$ cat src/verilog/clk_switch_pkg.sv
/*
 * Constants for the redundant clock switch control and status block.
 * Assumes a single 250 MHz system clock; all pin inputs are asynchronous.
 */
package clk_switch_pkg;
   localparam int NUM_INPUTS = 4;
   localparam int SEL_W = 2;
   localparam int MODE_W = 3;
   localparam int MODE_AUTO_BIT = 2;
   localparam int CLK_PERIOD_PS = 4000;
   localparam int MISSING_TIME_NS = 200;
   localparam int MISSING_CYCLES = (MISSING_TIME_NS * 1000) / CLK_PERIOD_PS;
   localparam int SWITCH_TIME_NS = 400;
   localparam int SWITCH_CYCLES = (SWITCH_TIME_NS * 1000 + CLK_PERIOD_PS - 1) / CLK_PERIOD_PS;
   localparam int CNT_W = 12;
   // Positions in the synchronised pin vector
   localparam int P_VCO = 0;
   localparam int P_UNLOCK = 1;
   localparam int P_GATE = 2;
   localparam int P_EXTFB = 3;
   localparam int P_BOOT = 4;
   localparam int P_PRESET = 5;
   localparam int P_MRN = 6;
   localparam int P_ALARMN = 7;
   localparam int P_BYPASS = 8;
   localparam int P_QUAL = 9;
   localparam int P_REF = 13;
   localparam int PIN_W = 17;
   localparam logic [PIN_W-1:0] SYNC_RST = 17'h000C2;
   localparam logic [SEL_W-1:0] SEL_RST = 2'h0;
   localparam logic [NUM_INPUTS-1:0] FLAGS_CLEAR = 4'h0;
   typedef enum logic [1:0] {
      SW_IDLE = 2'b00,
      SW_BUSY = 2'b01,
      SW_STALL = 2'b11
   } switch_state_e;
   typedef enum logic [1:0] {
      CFG_SERIAL = 2'b00,
      CFG_PRESET = 2'b01,
      CFG_EEPROM = 2'b10
   } cfg_source_e;
endpackage : clk_switch_pkg

$ cat src/verilog/clk_monitor_if.sv
/*
 * Carrier between the switch control and one missing-clock detector.
 * Assumes the clock level is already synchronised to mclk_in.
 */
`timescale 1ns/1ps
interface clk_monitor_if;
   logic clk_level;
   logic watch_en;
   logic missing;
   modport ctrl (output clk_level, output watch_en, input missing);
   modport det (input clk_level, input watch_en, output missing);
endinterface : clk_monitor_if

$ cat src/verilog/clk_switch_ctrl.sv
/*
 * Control and status logic of a four-input redundant clock switch.
 * Assumes pins are asynchronous and the switch mode comes from
 * configuration logic on mclk_in.
 */
`timescale 1ns/1ps
module clk_switch_ctrl
   import clk_switch_pkg::*;
(
   input wire logic mclk_in, // 250 MHz system clock
   input wire logic nrst_in, // Synchronous reset, active low
   input wire logic [clk_switch_pkg::NUM_INPUTS-1:0] ref_clk_in, // Reference clocks
   input wire logic [clk_switch_pkg::NUM_INPUTS-1:0] clk_qualify_in, // Input qualifiers
   input wire logic loop_bypass_in, // Static test mode
   input wire logic alarm_clear_n_in, // Alarm clear, active low
   input wire logic master_reset_n_in, // Master reset, active low
   input wire logic preset_select_in, // Use built-in defaults
   input wire logic eeprom_boot_select_in, // Boot from serial memory
   input wire logic external_loop_select_in, // External feedback path
   input wire logic global_output_gate_in, // Enable for the clock output
   input wire logic pll_unlocked_in, // From PLL, high when unlocked
   input wire logic vco_clk_in, // Oscillator output
   input wire logic [clk_switch_pkg::MODE_W-1:0] switch_mode_in, // Configured switch mode
   output logic clk_out, // Gated output clock
   output logic out_enable_out, // Output drivers enabled
   output logic pll_active_out, // PLL in the loop
   output logic ext_feedback_out, // External feedback chosen
   output logic divider_reset_out, // Reset of generators and dividers
   output logic preset_load_out, // Pulse: load default configuration
   output logic eeprom_boot_start_out, // Pulse: start memory boot
   output logic [1:0] cfg_source_out, // Last configuration source
   output logic [clk_switch_pkg::SEL_W-1:0] ref_select_out, // Selected input
   output logic [clk_switch_pkg::NUM_INPUTS-1:0] clk_health_out, // High when valid
   output logic switch_busy_n_out, // Low while switching
   output logic lock_n_out, // High when unlocked
   output logic status_change_n_out, // Low on status change
   output logic status_change_oe_out // Open-drain pull-down enable
);
   import clk_switch_pkg::*;

   logic [PIN_W-1:0] sync1_reg;
   logic [PIN_W-1:0] sync2_reg;
   logic alarm_prev_reg;
   logic mrn_prev_reg;
   logic [NUM_INPUTS-1:0] fail_reg;
   logic [NUM_INPUTS-1:0] health_reg;
   logic [SEL_W-1:0] sel_reg;
   logic [SEL_W-1:0] sel_next;
   logic [MODE_W-1:0] mode_prev_reg;
   switch_state_e state_reg;
   switch_state_e state_next;
   logic [CNT_W-1:0] busy_cnt_reg;
   logic busy_n_reg;
   logic lock_n_reg;
   logic stat_n_reg;
   logic stat_oe_reg;
   logic gate_reg;
   logic clk_reg;
   logic pll_on_reg;
   logic extfb_reg;
   logic divrst_reg;
   logic preset_reg;
   logic boot_reg;
   cfg_source_e cfg_reg;
   logic [NUM_INPUTS-1:0] missing;

   // Synchronised pin views
   wire [NUM_INPUTS-1:0] ref_s = sync2_reg[P_REF +: NUM_INPUTS];
   wire [NUM_INPUTS-1:0] qual_s = sync2_reg[P_QUAL +: NUM_INPUTS];
   wire bypass_s = sync2_reg[P_BYPASS];
   wire alarm_n_s = sync2_reg[P_ALARMN];
   wire mrn_s = sync2_reg[P_MRN];
   wire preset_s = sync2_reg[P_PRESET];
   wire boot_s = sync2_reg[P_BOOT];
   wire extfb_s = sync2_reg[P_EXTFB];
   wire gate_s = sync2_reg[P_GATE];
   wire unlock_s = sync2_reg[P_UNLOCK];
   wire vco_s = sync2_reg[P_VCO];

   always_ff @(posedge mclk_in)
   begin
      if (!nrst_in)
      begin
         sync1_reg <= SYNC_RST;
         sync2_reg <= SYNC_RST;
      end
      else
      begin
         sync1_reg <= {ref_clk_in, clk_qualify_in, loop_bypass_in, alarm_clear_n_in,
                       master_reset_n_in, preset_select_in, eeprom_boot_select_in,
                       external_loop_select_in, global_output_gate_in, pll_unlocked_in,
                       vco_clk_in};
         sync2_reg <= sync1_reg;
      end
   end

   // One detector per reference input, idle during bypass
   clk_monitor_if mon [NUM_INPUTS] ();
   generate
      for (genvar i = 0; i < NUM_INPUTS; i++)
      begin : g_mon
         assign mon[i].clk_level = ref_s[i];
         assign mon[i].watch_en = !bypass_s;
         assign missing[i] = mon[i].missing;
         missing_clock_detector #(
            .TIMEOUT(MISSING_CYCLES)
         ) u_det (
            .mclk_in(mclk_in),
            .nrst_in(nrst_in),
            .mon(mon[i].det)
         );
      end
   endgenerate

   // Event decoding
   wire clear_evt = alarm_prev_reg && !alarm_n_s;
   wire mr_release = !mrn_prev_reg && mrn_s;
   wire auto_mode = switch_mode_in[MODE_AUTO_BIT];
   wire [SEL_W-1:0] primary = switch_mode_in[SEL_W-1:0];
   wire mode_changed = switch_mode_in != mode_prev_reg;
   wire [NUM_INPUTS-1:0] qualified = qual_s & health_reg & ~missing & ~fail_reg;
   wire ref_failed = !qualified[sel_reg];
   wire monitor_on = !bypass_s && mrn_s;

   // Next qualified input after the current one, round robin
   function automatic logic [SEL_W:0] next_qualified(input logic [NUM_INPUTS-1:0] q,
                                                     input logic [SEL_W-1:0] cur);
      logic [SEL_W:0] res;
      logic [SEL_W-1:0] cand;
      res = {1'b0, cur};
      for (int k = NUM_INPUTS - 1; k >= 1; k--)
      begin
         cand = cur + SEL_W'(k);
         if (q[cand])
            res = {1'b1, cand};
      end
      return res;
   endfunction : next_qualified

   wire [SEL_W:0] nq = next_qualified(qualified, sel_reg);
   wire found = nq[SEL_W];
   wire start_switch = monitor_on && auto_mode && state_reg == SW_IDLE && ref_failed
                       && !clear_evt && !mode_changed;
   wire busy_done = busy_cnt_reg >= CNT_W'(SWITCH_CYCLES - 1);

   always_comb
   begin
      sel_next = sel_reg;
      state_next = state_reg;
      if (clear_evt)
         sel_next = SEL_RST;
      else if (!mrn_s)
         state_next = SW_IDLE;
      else if (!auto_mode)
      begin
         if (!bypass_s)
            sel_next = primary;
         state_next = SW_IDLE;
      end
      else if (bypass_s)
         state_next = SW_IDLE;
      else if (mode_changed && qualified[primary])
         sel_next = primary;
      else
      begin
         case (state_reg)
            SW_IDLE:
               if (start_switch)
               begin
                  if (found)
                  begin
                     sel_next = nq[SEL_W-1:0];
                     state_next = SW_BUSY;
                  end
                  else
                     state_next = SW_STALL;
               end
            SW_BUSY:
               if (busy_done)
                  state_next = SW_IDLE;
            SW_STALL:
               if (found)
               begin
                  sel_next = nq[SEL_W-1:0];
                  state_next = SW_BUSY;
               end
               else if (!ref_failed)
                  state_next = SW_IDLE;
            default:
               state_next = SW_IDLE;
         endcase
      end
   end

   always_ff @(posedge mclk_in)
   begin
      if (!nrst_in)
      begin
         sel_reg <= SEL_RST;
         state_reg <= SW_IDLE;
         busy_cnt_reg <= '0;
         mode_prev_reg <= '0;
         alarm_prev_reg <= 1'b1;
         mrn_prev_reg <= 1'b1;
      end
      else
      begin
         sel_reg <= sel_next;
         state_reg <= state_next;
         busy_cnt_reg <= (state_next == SW_BUSY && state_reg == SW_BUSY) ?
                         busy_cnt_reg + 1'b1 : '0;
         mode_prev_reg <= switch_mode_in;
         alarm_prev_reg <= alarm_n_s;
         mrn_prev_reg <= mrn_s;
      end
   end

   // Sticky alarms: a new failure wins over a clear in the same cycle
   always_ff @(posedge mclk_in)
   begin
      if (!nrst_in)
      begin
         fail_reg <= FLAGS_CLEAR;
         health_reg <= FLAGS_CLEAR;
      end
      else
      begin
         fail_reg <= (clear_evt ? FLAGS_CLEAR : fail_reg) | missing;
         health_reg <= clear_evt ? FLAGS_CLEAR : ~missing & ~fail_reg;
      end
   end

   // Status outputs
   always_ff @(posedge mclk_in)
   begin
      if (!nrst_in)
      begin
         busy_n_reg <= 1'b1;
         lock_n_reg <= 1'b1;
         stat_n_reg <= 1'b1;
         stat_oe_reg <= 1'b0;
      end
      else
      begin
         busy_n_reg <= state_next == SW_IDLE;
         lock_n_reg <= unlock_s;
         stat_n_reg <= !((|fail_reg) || unlock_s);
         stat_oe_reg <= (|fail_reg) || unlock_s;
      end
   end

   // Output clock source, gate and loop controls
   wire src_clk = bypass_s ? ref_s[sel_reg] : vco_s;
   always_ff @(posedge mclk_in)
   begin
      if (!nrst_in)
      begin
         gate_reg <= 1'b0;
         clk_reg <= 1'b0;
         pll_on_reg <= 1'b1;
         extfb_reg <= 1'b0;
         divrst_reg <= 1'b1;
      end
      else
      begin
         if (!src_clk)
            gate_reg <= gate_s;
         clk_reg <= src_clk && gate_reg && mrn_s;
         pll_on_reg <= !bypass_s;
         extfb_reg <= extfb_s;
         divrst_reg <= !mrn_s;
      end
   end

   // Configuration source chosen at master reset release
   always_ff @(posedge mclk_in)
   begin
      if (!nrst_in)
      begin
         preset_reg <= 1'b0;
         boot_reg <= 1'b0;
         cfg_reg <= CFG_SERIAL;
      end
      else
      begin
         preset_reg <= mr_release && preset_s;
         boot_reg <= mr_release && boot_s && !preset_s;
         if (mr_release)
            cfg_reg <= preset_s ? CFG_PRESET : (boot_s ? CFG_EEPROM : CFG_SERIAL);
      end
   end

   assign clk_out = clk_reg;
   assign out_enable_out = gate_reg;
   assign pll_active_out = pll_on_reg;
   assign ext_feedback_out = extfb_reg;
   assign divider_reset_out = divrst_reg;
   assign preset_load_out = preset_reg;
   assign eeprom_boot_start_out = boot_reg;
   assign cfg_source_out = cfg_reg;
   assign ref_select_out = sel_reg;
   assign clk_health_out = health_reg;
   assign switch_busy_n_out = busy_n_reg;
   assign lock_n_out = lock_n_reg;
   assign status_change_n_out = stat_n_reg;
   assign status_change_oe_out = stat_oe_reg;
endmodule : clk_switch_ctrl

$ cat src/verilog/missing_clock_detector.sv
/*
 * Missing-clock detector for one reference input.
 * Assumes a synchronised clock level and a synchronous active-low reset.
 */
`timescale 1ns/1ps
module missing_clock_detector
   import clk_switch_pkg::*;
#(
   parameter int TIMEOUT = MISSING_CYCLES
)(
   input wire logic mclk_in, // System clock
   input wire logic nrst_in, // Synchronous reset, active low
   clk_monitor_if.det mon // Level in, missing flag out
);
   logic prev_reg;
   logic [CNT_W-1:0] quiet_reg;
   logic missing_reg;
   wire edge_seen = mon.clk_level ^ prev_reg;
   wire timed_out = quiet_reg >= CNT_W'(TIMEOUT);

   always_ff @(posedge mclk_in)
   begin
      if (!nrst_in)
      begin
         prev_reg <= 1'b0;
         quiet_reg <= '0;
         missing_reg <= 1'b0;
      end
      else
      begin
         prev_reg <= mon.clk_level;
         if (!mon.watch_en || edge_seen)
            quiet_reg <= '0;
         else if (!timed_out)
            quiet_reg <= quiet_reg + 1'b1;
         missing_reg <= mon.watch_en && timed_out && !edge_seen;
      end
   end
   assign mon.missing = missing_reg;
endmodule : missing_clock_detector
$ cat config.mk
export PLATFORM = sky130hd
export DESIGN_NAME = clk_switch_ctrl
export DESIGN_NICKNAME = d
export VERILOG_FILES = /design/src/verilog/clk_switch_pkg.sv /design/src/verilog/clk_monitor_if.sv /design/src/verilog/clk_switch_ctrl.sv /design/src/verilog/missing_clock_detector.sv
export SDC_FILE = /design/constraint.sdc
export NUM_CORES = 1
export LEC_CHECK = 0
export ABC_AREA = 1
export BUFFER_PORTS_ARGS = -buffer_cell sky130_fd_sc_hd__buf_2
export CORE_UTILIZATION = 40
export DETAILED_ROUTE_END_ITERATION = 8
export SLEW_MARGIN = 20
export SYNTH_ARGS = -nofsm -noshare
export SYNTH_HDL_FRONTEND = slang
export SYNTH_SLANG_ARGS = --single-unit
$ cat constraint.sdc
create_clock -name mclk_in -period 2.1 [get_ports mclk_in]
set_clock_uncertainty 0.15 [all_clocks]
set_input_delay 0 -clock mclk_in [delete_from_list [all_inputs] [get_ports mclk_in]]
set_output_delay 0 -clock mclk_in [all_outputs]
set_load 0.02 [all_outputs]
==> impl_results.html <==
<table>
<tr><th>Metric</th><th>Value</th></tr>
<tr><th colspan="2">Outcome</th></tr>
<tr><td>Run status</td><td>completed</td></tr>
<tr><th colspan="2">Logic synthesis</th></tr>
<tr><td>Number of unique standard cell types used by synthesis</td><td>36</td></tr>
<tr><td>Post-synthesis async set-or-reset flop share</td><td>0%</td></tr>
<tr><td>Synthesized instance count</td><td>630</td></tr>
<tr><td>Synthesized area per cell</td><td>7.962 um2</td></tr>
<tr><td>Flip-flop and latch count after synthesis</td><td>132</td></tr>
<tr><td>Netlist area before placement</td><td>0.005016 mm2</td></tr>
<tr><td>Mapped Nets</td><td>661</td></tr>
<tr><td>EDFF count, synth</td><td>0</td></tr>
<tr><td>Post-synthesis sequential area ratio</td><td>52.68%</td></tr>
<tr><td>Yosys synthesis warning count</td><td>0</td></tr>
<tr><td>Primary FF master, synth</td><td>dfxtp_1</td></tr>
<tr><th colspan="2">CTS</th></tr>
<tr><td>Clock buffers created by TritonCTS</td><td>17</td></tr>
<tr><td>Number of levels in the clock H-tree</td><td>4</td></tr>
<tr><td>Clk buf depth</td><td>2</td></tr>
<tr><td>Latest clock arrival within the worst-skew pair</td><td>0.41 ns</td></tr>
<tr><td>CTS Root Buffer Type</td><td>clkbuf_16</td></tr>
<tr><td>Post-CTS setup buffers</td><td>0</td></tr>
<tr><td>Clock tree from TritonCTS</td><td>done</td></tr>
<tr><td>CTS clk-pin slew, worst paths</td><td>0.06 ns</td></tr>
<tr><td>Sinks on Clock Net</td><td>132</td></tr>
<tr><th colspan="2">Die</th></tr>
<tr><td>Horizontal die dimension</td><td>114.0 um</td></tr>
<tr><td>I/O pins</td><td>41</td></tr>
<tr><td>Row cnt</td><td>40</td></tr>
<tr><td>Area of the core</td><td>0.01211 mm2</td></tr>
<tr><td>Initial standard-cell utilization of the core</td><td>41.42%</td></tr>
<tr><td>Vertical die dimension</td><td>114.0 um</td></tr>
<tr><td>Die ar.</td><td>0.01299 mm2</td></tr>
<tr><th colspan="2">Setup path</th></tr>
<tr><td>Required time reported for the critical path endpoint</td><td>2.25 ns</td></tr>
<tr><td>Destination of the worst register-to-register timing path</td><td>busy_cnt_reg[0]</td></tr>
<tr><td>Critical path capture point type</td><td>flip-flop</td></tr>
<tr><td>Type of the setup path with the least slack</td><td>flip-flop to flip-flop</td></tr>
<tr><td>Depth of the worst register-to-register path</td><td>13</td></tr>
<tr><td>Startpoint Class</td><td>flip-flop</td></tr>
<tr><td>Worst-path fanout max</td><td>12</td></tr>
<tr><td>Worst-case register-to-register setup slack</td><td>0.19 ns</td></tr>
<tr><td>Arrival time at the worst endpoint</td><td>2.07 ns</td></tr>
<tr><td>Startpoint of the worst register-to-register path</td><td>g_mon[1].u_det.mon.missing</td></tr>
<tr><th colspan="2">Routing</th></tr>
<tr><td>Number of vias after detailed routing</td><td>3952</td></tr>
<tr><td>Post-detailed-routing wire length</td><td>9491 um</td></tr>
<tr><td>Initial detailed-routing violation count</td><td>104</td></tr>
<tr><td>Antenna-violating nets left</td><td>0</td></tr>
<tr><td>Drt first pass iters</td><td>4</td></tr>
<tr><td>Number of remaining DRC errors</td><td>0</td></tr>
<tr><td>WL per Instance</td><td>10.58 um</td></tr>
<tr><td>Vias per std cell</td><td>4.406</td></tr>
<tr><th colspan="2">Worst hold path</th></tr>
<tr><td>Hold endpoint</td><td>sync1_reg[13]</td></tr>
<tr><td>Classification of the worst-slack hold path</td><td>input port to flip-flop</td></tr>
<tr><td>Worst Hold Path Cells</td><td>4</td></tr>
<tr><td>Startpoint of the lowest-slack hold path</td><td>ref_clk_in[0]</td></tr>
<tr><th colspan="2">Pwr</th></tr>
<tr><td>Ratio of total power to cell area</td><td>914.4 mW/mm2</td></tr>
<tr><td>IR Drop Worst-Case VDD</td><td>0.5535 mV</td></tr>
<tr><td>Leakage power</td><td>2.988 nW</td></tr>
<tr><th colspan="2">GRT</th></tr>
<tr><td>GR Overflow Total</td><td>0</td></tr>
<tr><td>Pin count of the biggest net entering global routing</td><td>45</td></tr>
<tr><td>Global-route wire length before repair</td><td>17120 um</td></tr>
<tr><td>Initial antenna violation count</td><td>0</td></tr>
<tr><td>Via count of the first global-routing pass</td><td>4004</td></tr>
<tr><td>Overall routing resource usage</td><td>16.82%</td></tr>
<tr><th colspan="2">Placement</th></tr>
<tr><td>Final HPWL DP</td><td>6645 um</td></tr>
<tr><td>Placer Congestion</td><td>0.9324</td></tr>
<tr><td>Placed Cells</td><td>831</td></tr>
<tr><td># port buffers</td><td>40</td></tr>
<tr><th colspan="2">STA</th></tr>
<tr><td>Upper clock frequency limit</td><td>0.5222 GHz</td></tr>
<tr><td>Max Slew Vio Count</td><td>0</td></tr>
<tr><td>Post-layout minimum cycle time</td><td>1.915 ns</td></tr>
<tr><td>Pin slew with the least headroom to its limit</td><td>0.4423 ns</td></tr>
<tr><td>Total negative setup slack</td><td>0 ns</td></tr>
<tr><td>Hold Vio Cnt, Final</td><td>0</td></tr>
<tr><td>Final clock period utilization by the worst path</td><td>91.19%</td></tr>
<tr><td>Final setup violation count</td><td>0</td></tr>
<tr><td>Worst slew margin relative to its limit</td><td>70.14%</td></tr>
<tr><td>RSZ-0062 raised after global routing</td><td>false</td></tr>
<tr><th colspan="2">Cells and area</th></tr>
<tr><td>Area of all sequential standard cells</td><td>0.002644 mm2</td></tr>
<tr><td>Number of flip-flops in the largest register</td><td>48</td></tr>
<tr><td>Area used by multi-input combinational logic</td><td>0.001824 mm2</td></tr>
<tr><td>Fill count</td><td>1179</td></tr>
<tr><td>Final non-filler cell total</td><td>897</td></tr>
<tr><td>Nets@finish</td><td>747</td></tr>
<tr><td>Area added between synthesis and finish</td><td>26.24%</td></tr>
<tr><td>Antenna cells</td><td>0</td></tr>
<tr><td>Share of post-route cells with drive strength above 1</td><td>16.74%</td></tr>
<tr><th colspan="2">Run</th></tr>
<tr><td>Maximum Capacitance Violations</td><td>0</td></tr>
</table>
-- stage by stage --
stage                     setup WS (ns)  instance area (um2)  hold slack, ns  utilization (%)  power [mW]
final                            0.1850                 6332          0.1594            52.28       5.790
after global routing          0.0005709                 6332          0.1541            52.28       6.047
after CTS                        0.1747                 6326          0.1480            52.23       5.848
after detailed placement         0.1879                 5415         0.03908            44.71       3.006
after global placement           0.1970                 5415         0.03714            44.71       2.996
after floorplan                  0.2565                 5016        -0.05655                -       2.902
-- where the power goes --
part           switching, mW  internal (mW)  leakage, nW
registers             0.0455           2.58         1.08
clock network           1.07           1.72        0.280
logic                  0.219          0.156         1.63
total                   1.33           4.46         2.99
-- cell usage after synthesis, types with 2 or more instances --
cell type	number	area share (%)
nand2_1	126	9.4
inv_2	8	0.60
nand2_2	5	0.62
o311ai_1	4	0.70
xor2_1	8	1.4
inv_1	121	9.1
o21ai_1	4	0.40
o21bai_1	2	0.30
nand3b_1	2	0.30
clkbuf_1	9	0.67
a21oi_1	25	2.5
nor2_1	56	4.2
or2_2	7	0.87
dfxtp_1	132	53
or2_1	2	0.25
xnor2_1	7	1.2
nor3b_1	7	1.0
nor2_2	16	2.0
o21ai_0	20	2.0
nand3_2	6	1.2
ha_1	9	2.2
buf_6	2	0.45
nand3_1	19	1.9
nand4_1	7	0.87
nor3_1	15	1.5
-- cell usage in the layout, fill, tap and decap left out, types with 6 or more instances in the layout --
master         count
dlygate4sd3_1     34
a21oi_1           25
buf_2             40
clkbuf_16         17
nor2_1            56
o21ai_0           20
nand2_1          126
nor3_1            15
nor3b_1            7
inv_1            121
xor2_1             8
nand3_1           19
ha_1               9
or2_2              7
inv_2              8
nor2_2            16
dfxtp_1          131
nand3_2            6
nand4_1            7
xnor2_1            7
-- layer usage --
layer | vias to the layer above | track usage, % | part of all wire, %
met5 | - | 0 | 0
met4 | 0 | 6.840 | 2.2
met3 | 19 | 6.270 | 4.0
met2 | 70 | 28.61 | 48
met1 | 1767 | 19.00 | 46
li1 | 2096 | - | -
-- critical path: stages (launching register included) --
cell and delay, ns:
dfxtp_1 0.31, nor2_1 0.23, inv_1 0.10, o21ai_1 0.12, nand2_1 0.06, nand2_1 0.10
nand2_1 0.12, o21bai_1 0.16, inv_1 0.06, nand2_2 0.08, nand2_2 0.05, nand3_2 0.08
buf_12 0.15, nor2_1 0.04
-- layout make-up --
| class | count | area share, % |
|---|---|---|
| Clock buffer | 21 | 7.429 |
| Clock inverter | 11 | 1.581 |
| Timing Repair Buffer | 79 | 9.326 |
| Inverter | 130 | 7.785 |
| Multi-Input combinational cell | 356 | 28.81 |
| Tap cell | 168 | 3.320 |
| Sequential cell | 132 | 41.75 |
-- worst max-delay path by stage --
stage | startpoint | endpoint | depth (start not counted)
floorplan | ref_select_out[0] | busy_cnt_reg[6] | 15
global placement | busy_cnt_reg[0] | busy_cnt_reg[0] | 12
detailed placement | busy_cnt_reg[0] | busy_cnt_reg[11] | 12
CTS | busy_cnt_reg[0] | busy_cnt_reg[0] | 12
global route | g_mon[2].u_det.quiet_reg[0] | g_mon[2].u_det.quiet_reg[5] | 9
finish | g_mon[1].u_det.mon.missing | busy_cnt_reg[0] | 13
-- what timing repair did --
item / 4_1_cts / 5_1_grt
setup endpoints to repair: 0 / 12
endpoints found under the hold margin: 52 / 0
resized for setup: 0 / 2
hold buffers: 34 / 0
-- logic make-up after synthesis --
family          count (synthesis)  synth area share (%)
compound gates                 61                 6.860
fa+ha+maj                       9                 2.245
buf+inv                       142                 11.05
xor+xnor                       15                 2.619
simple gates                  271                 24.54
flops                         132                 52.68
No activity file was read; power rests on OpenSTA's default activity.
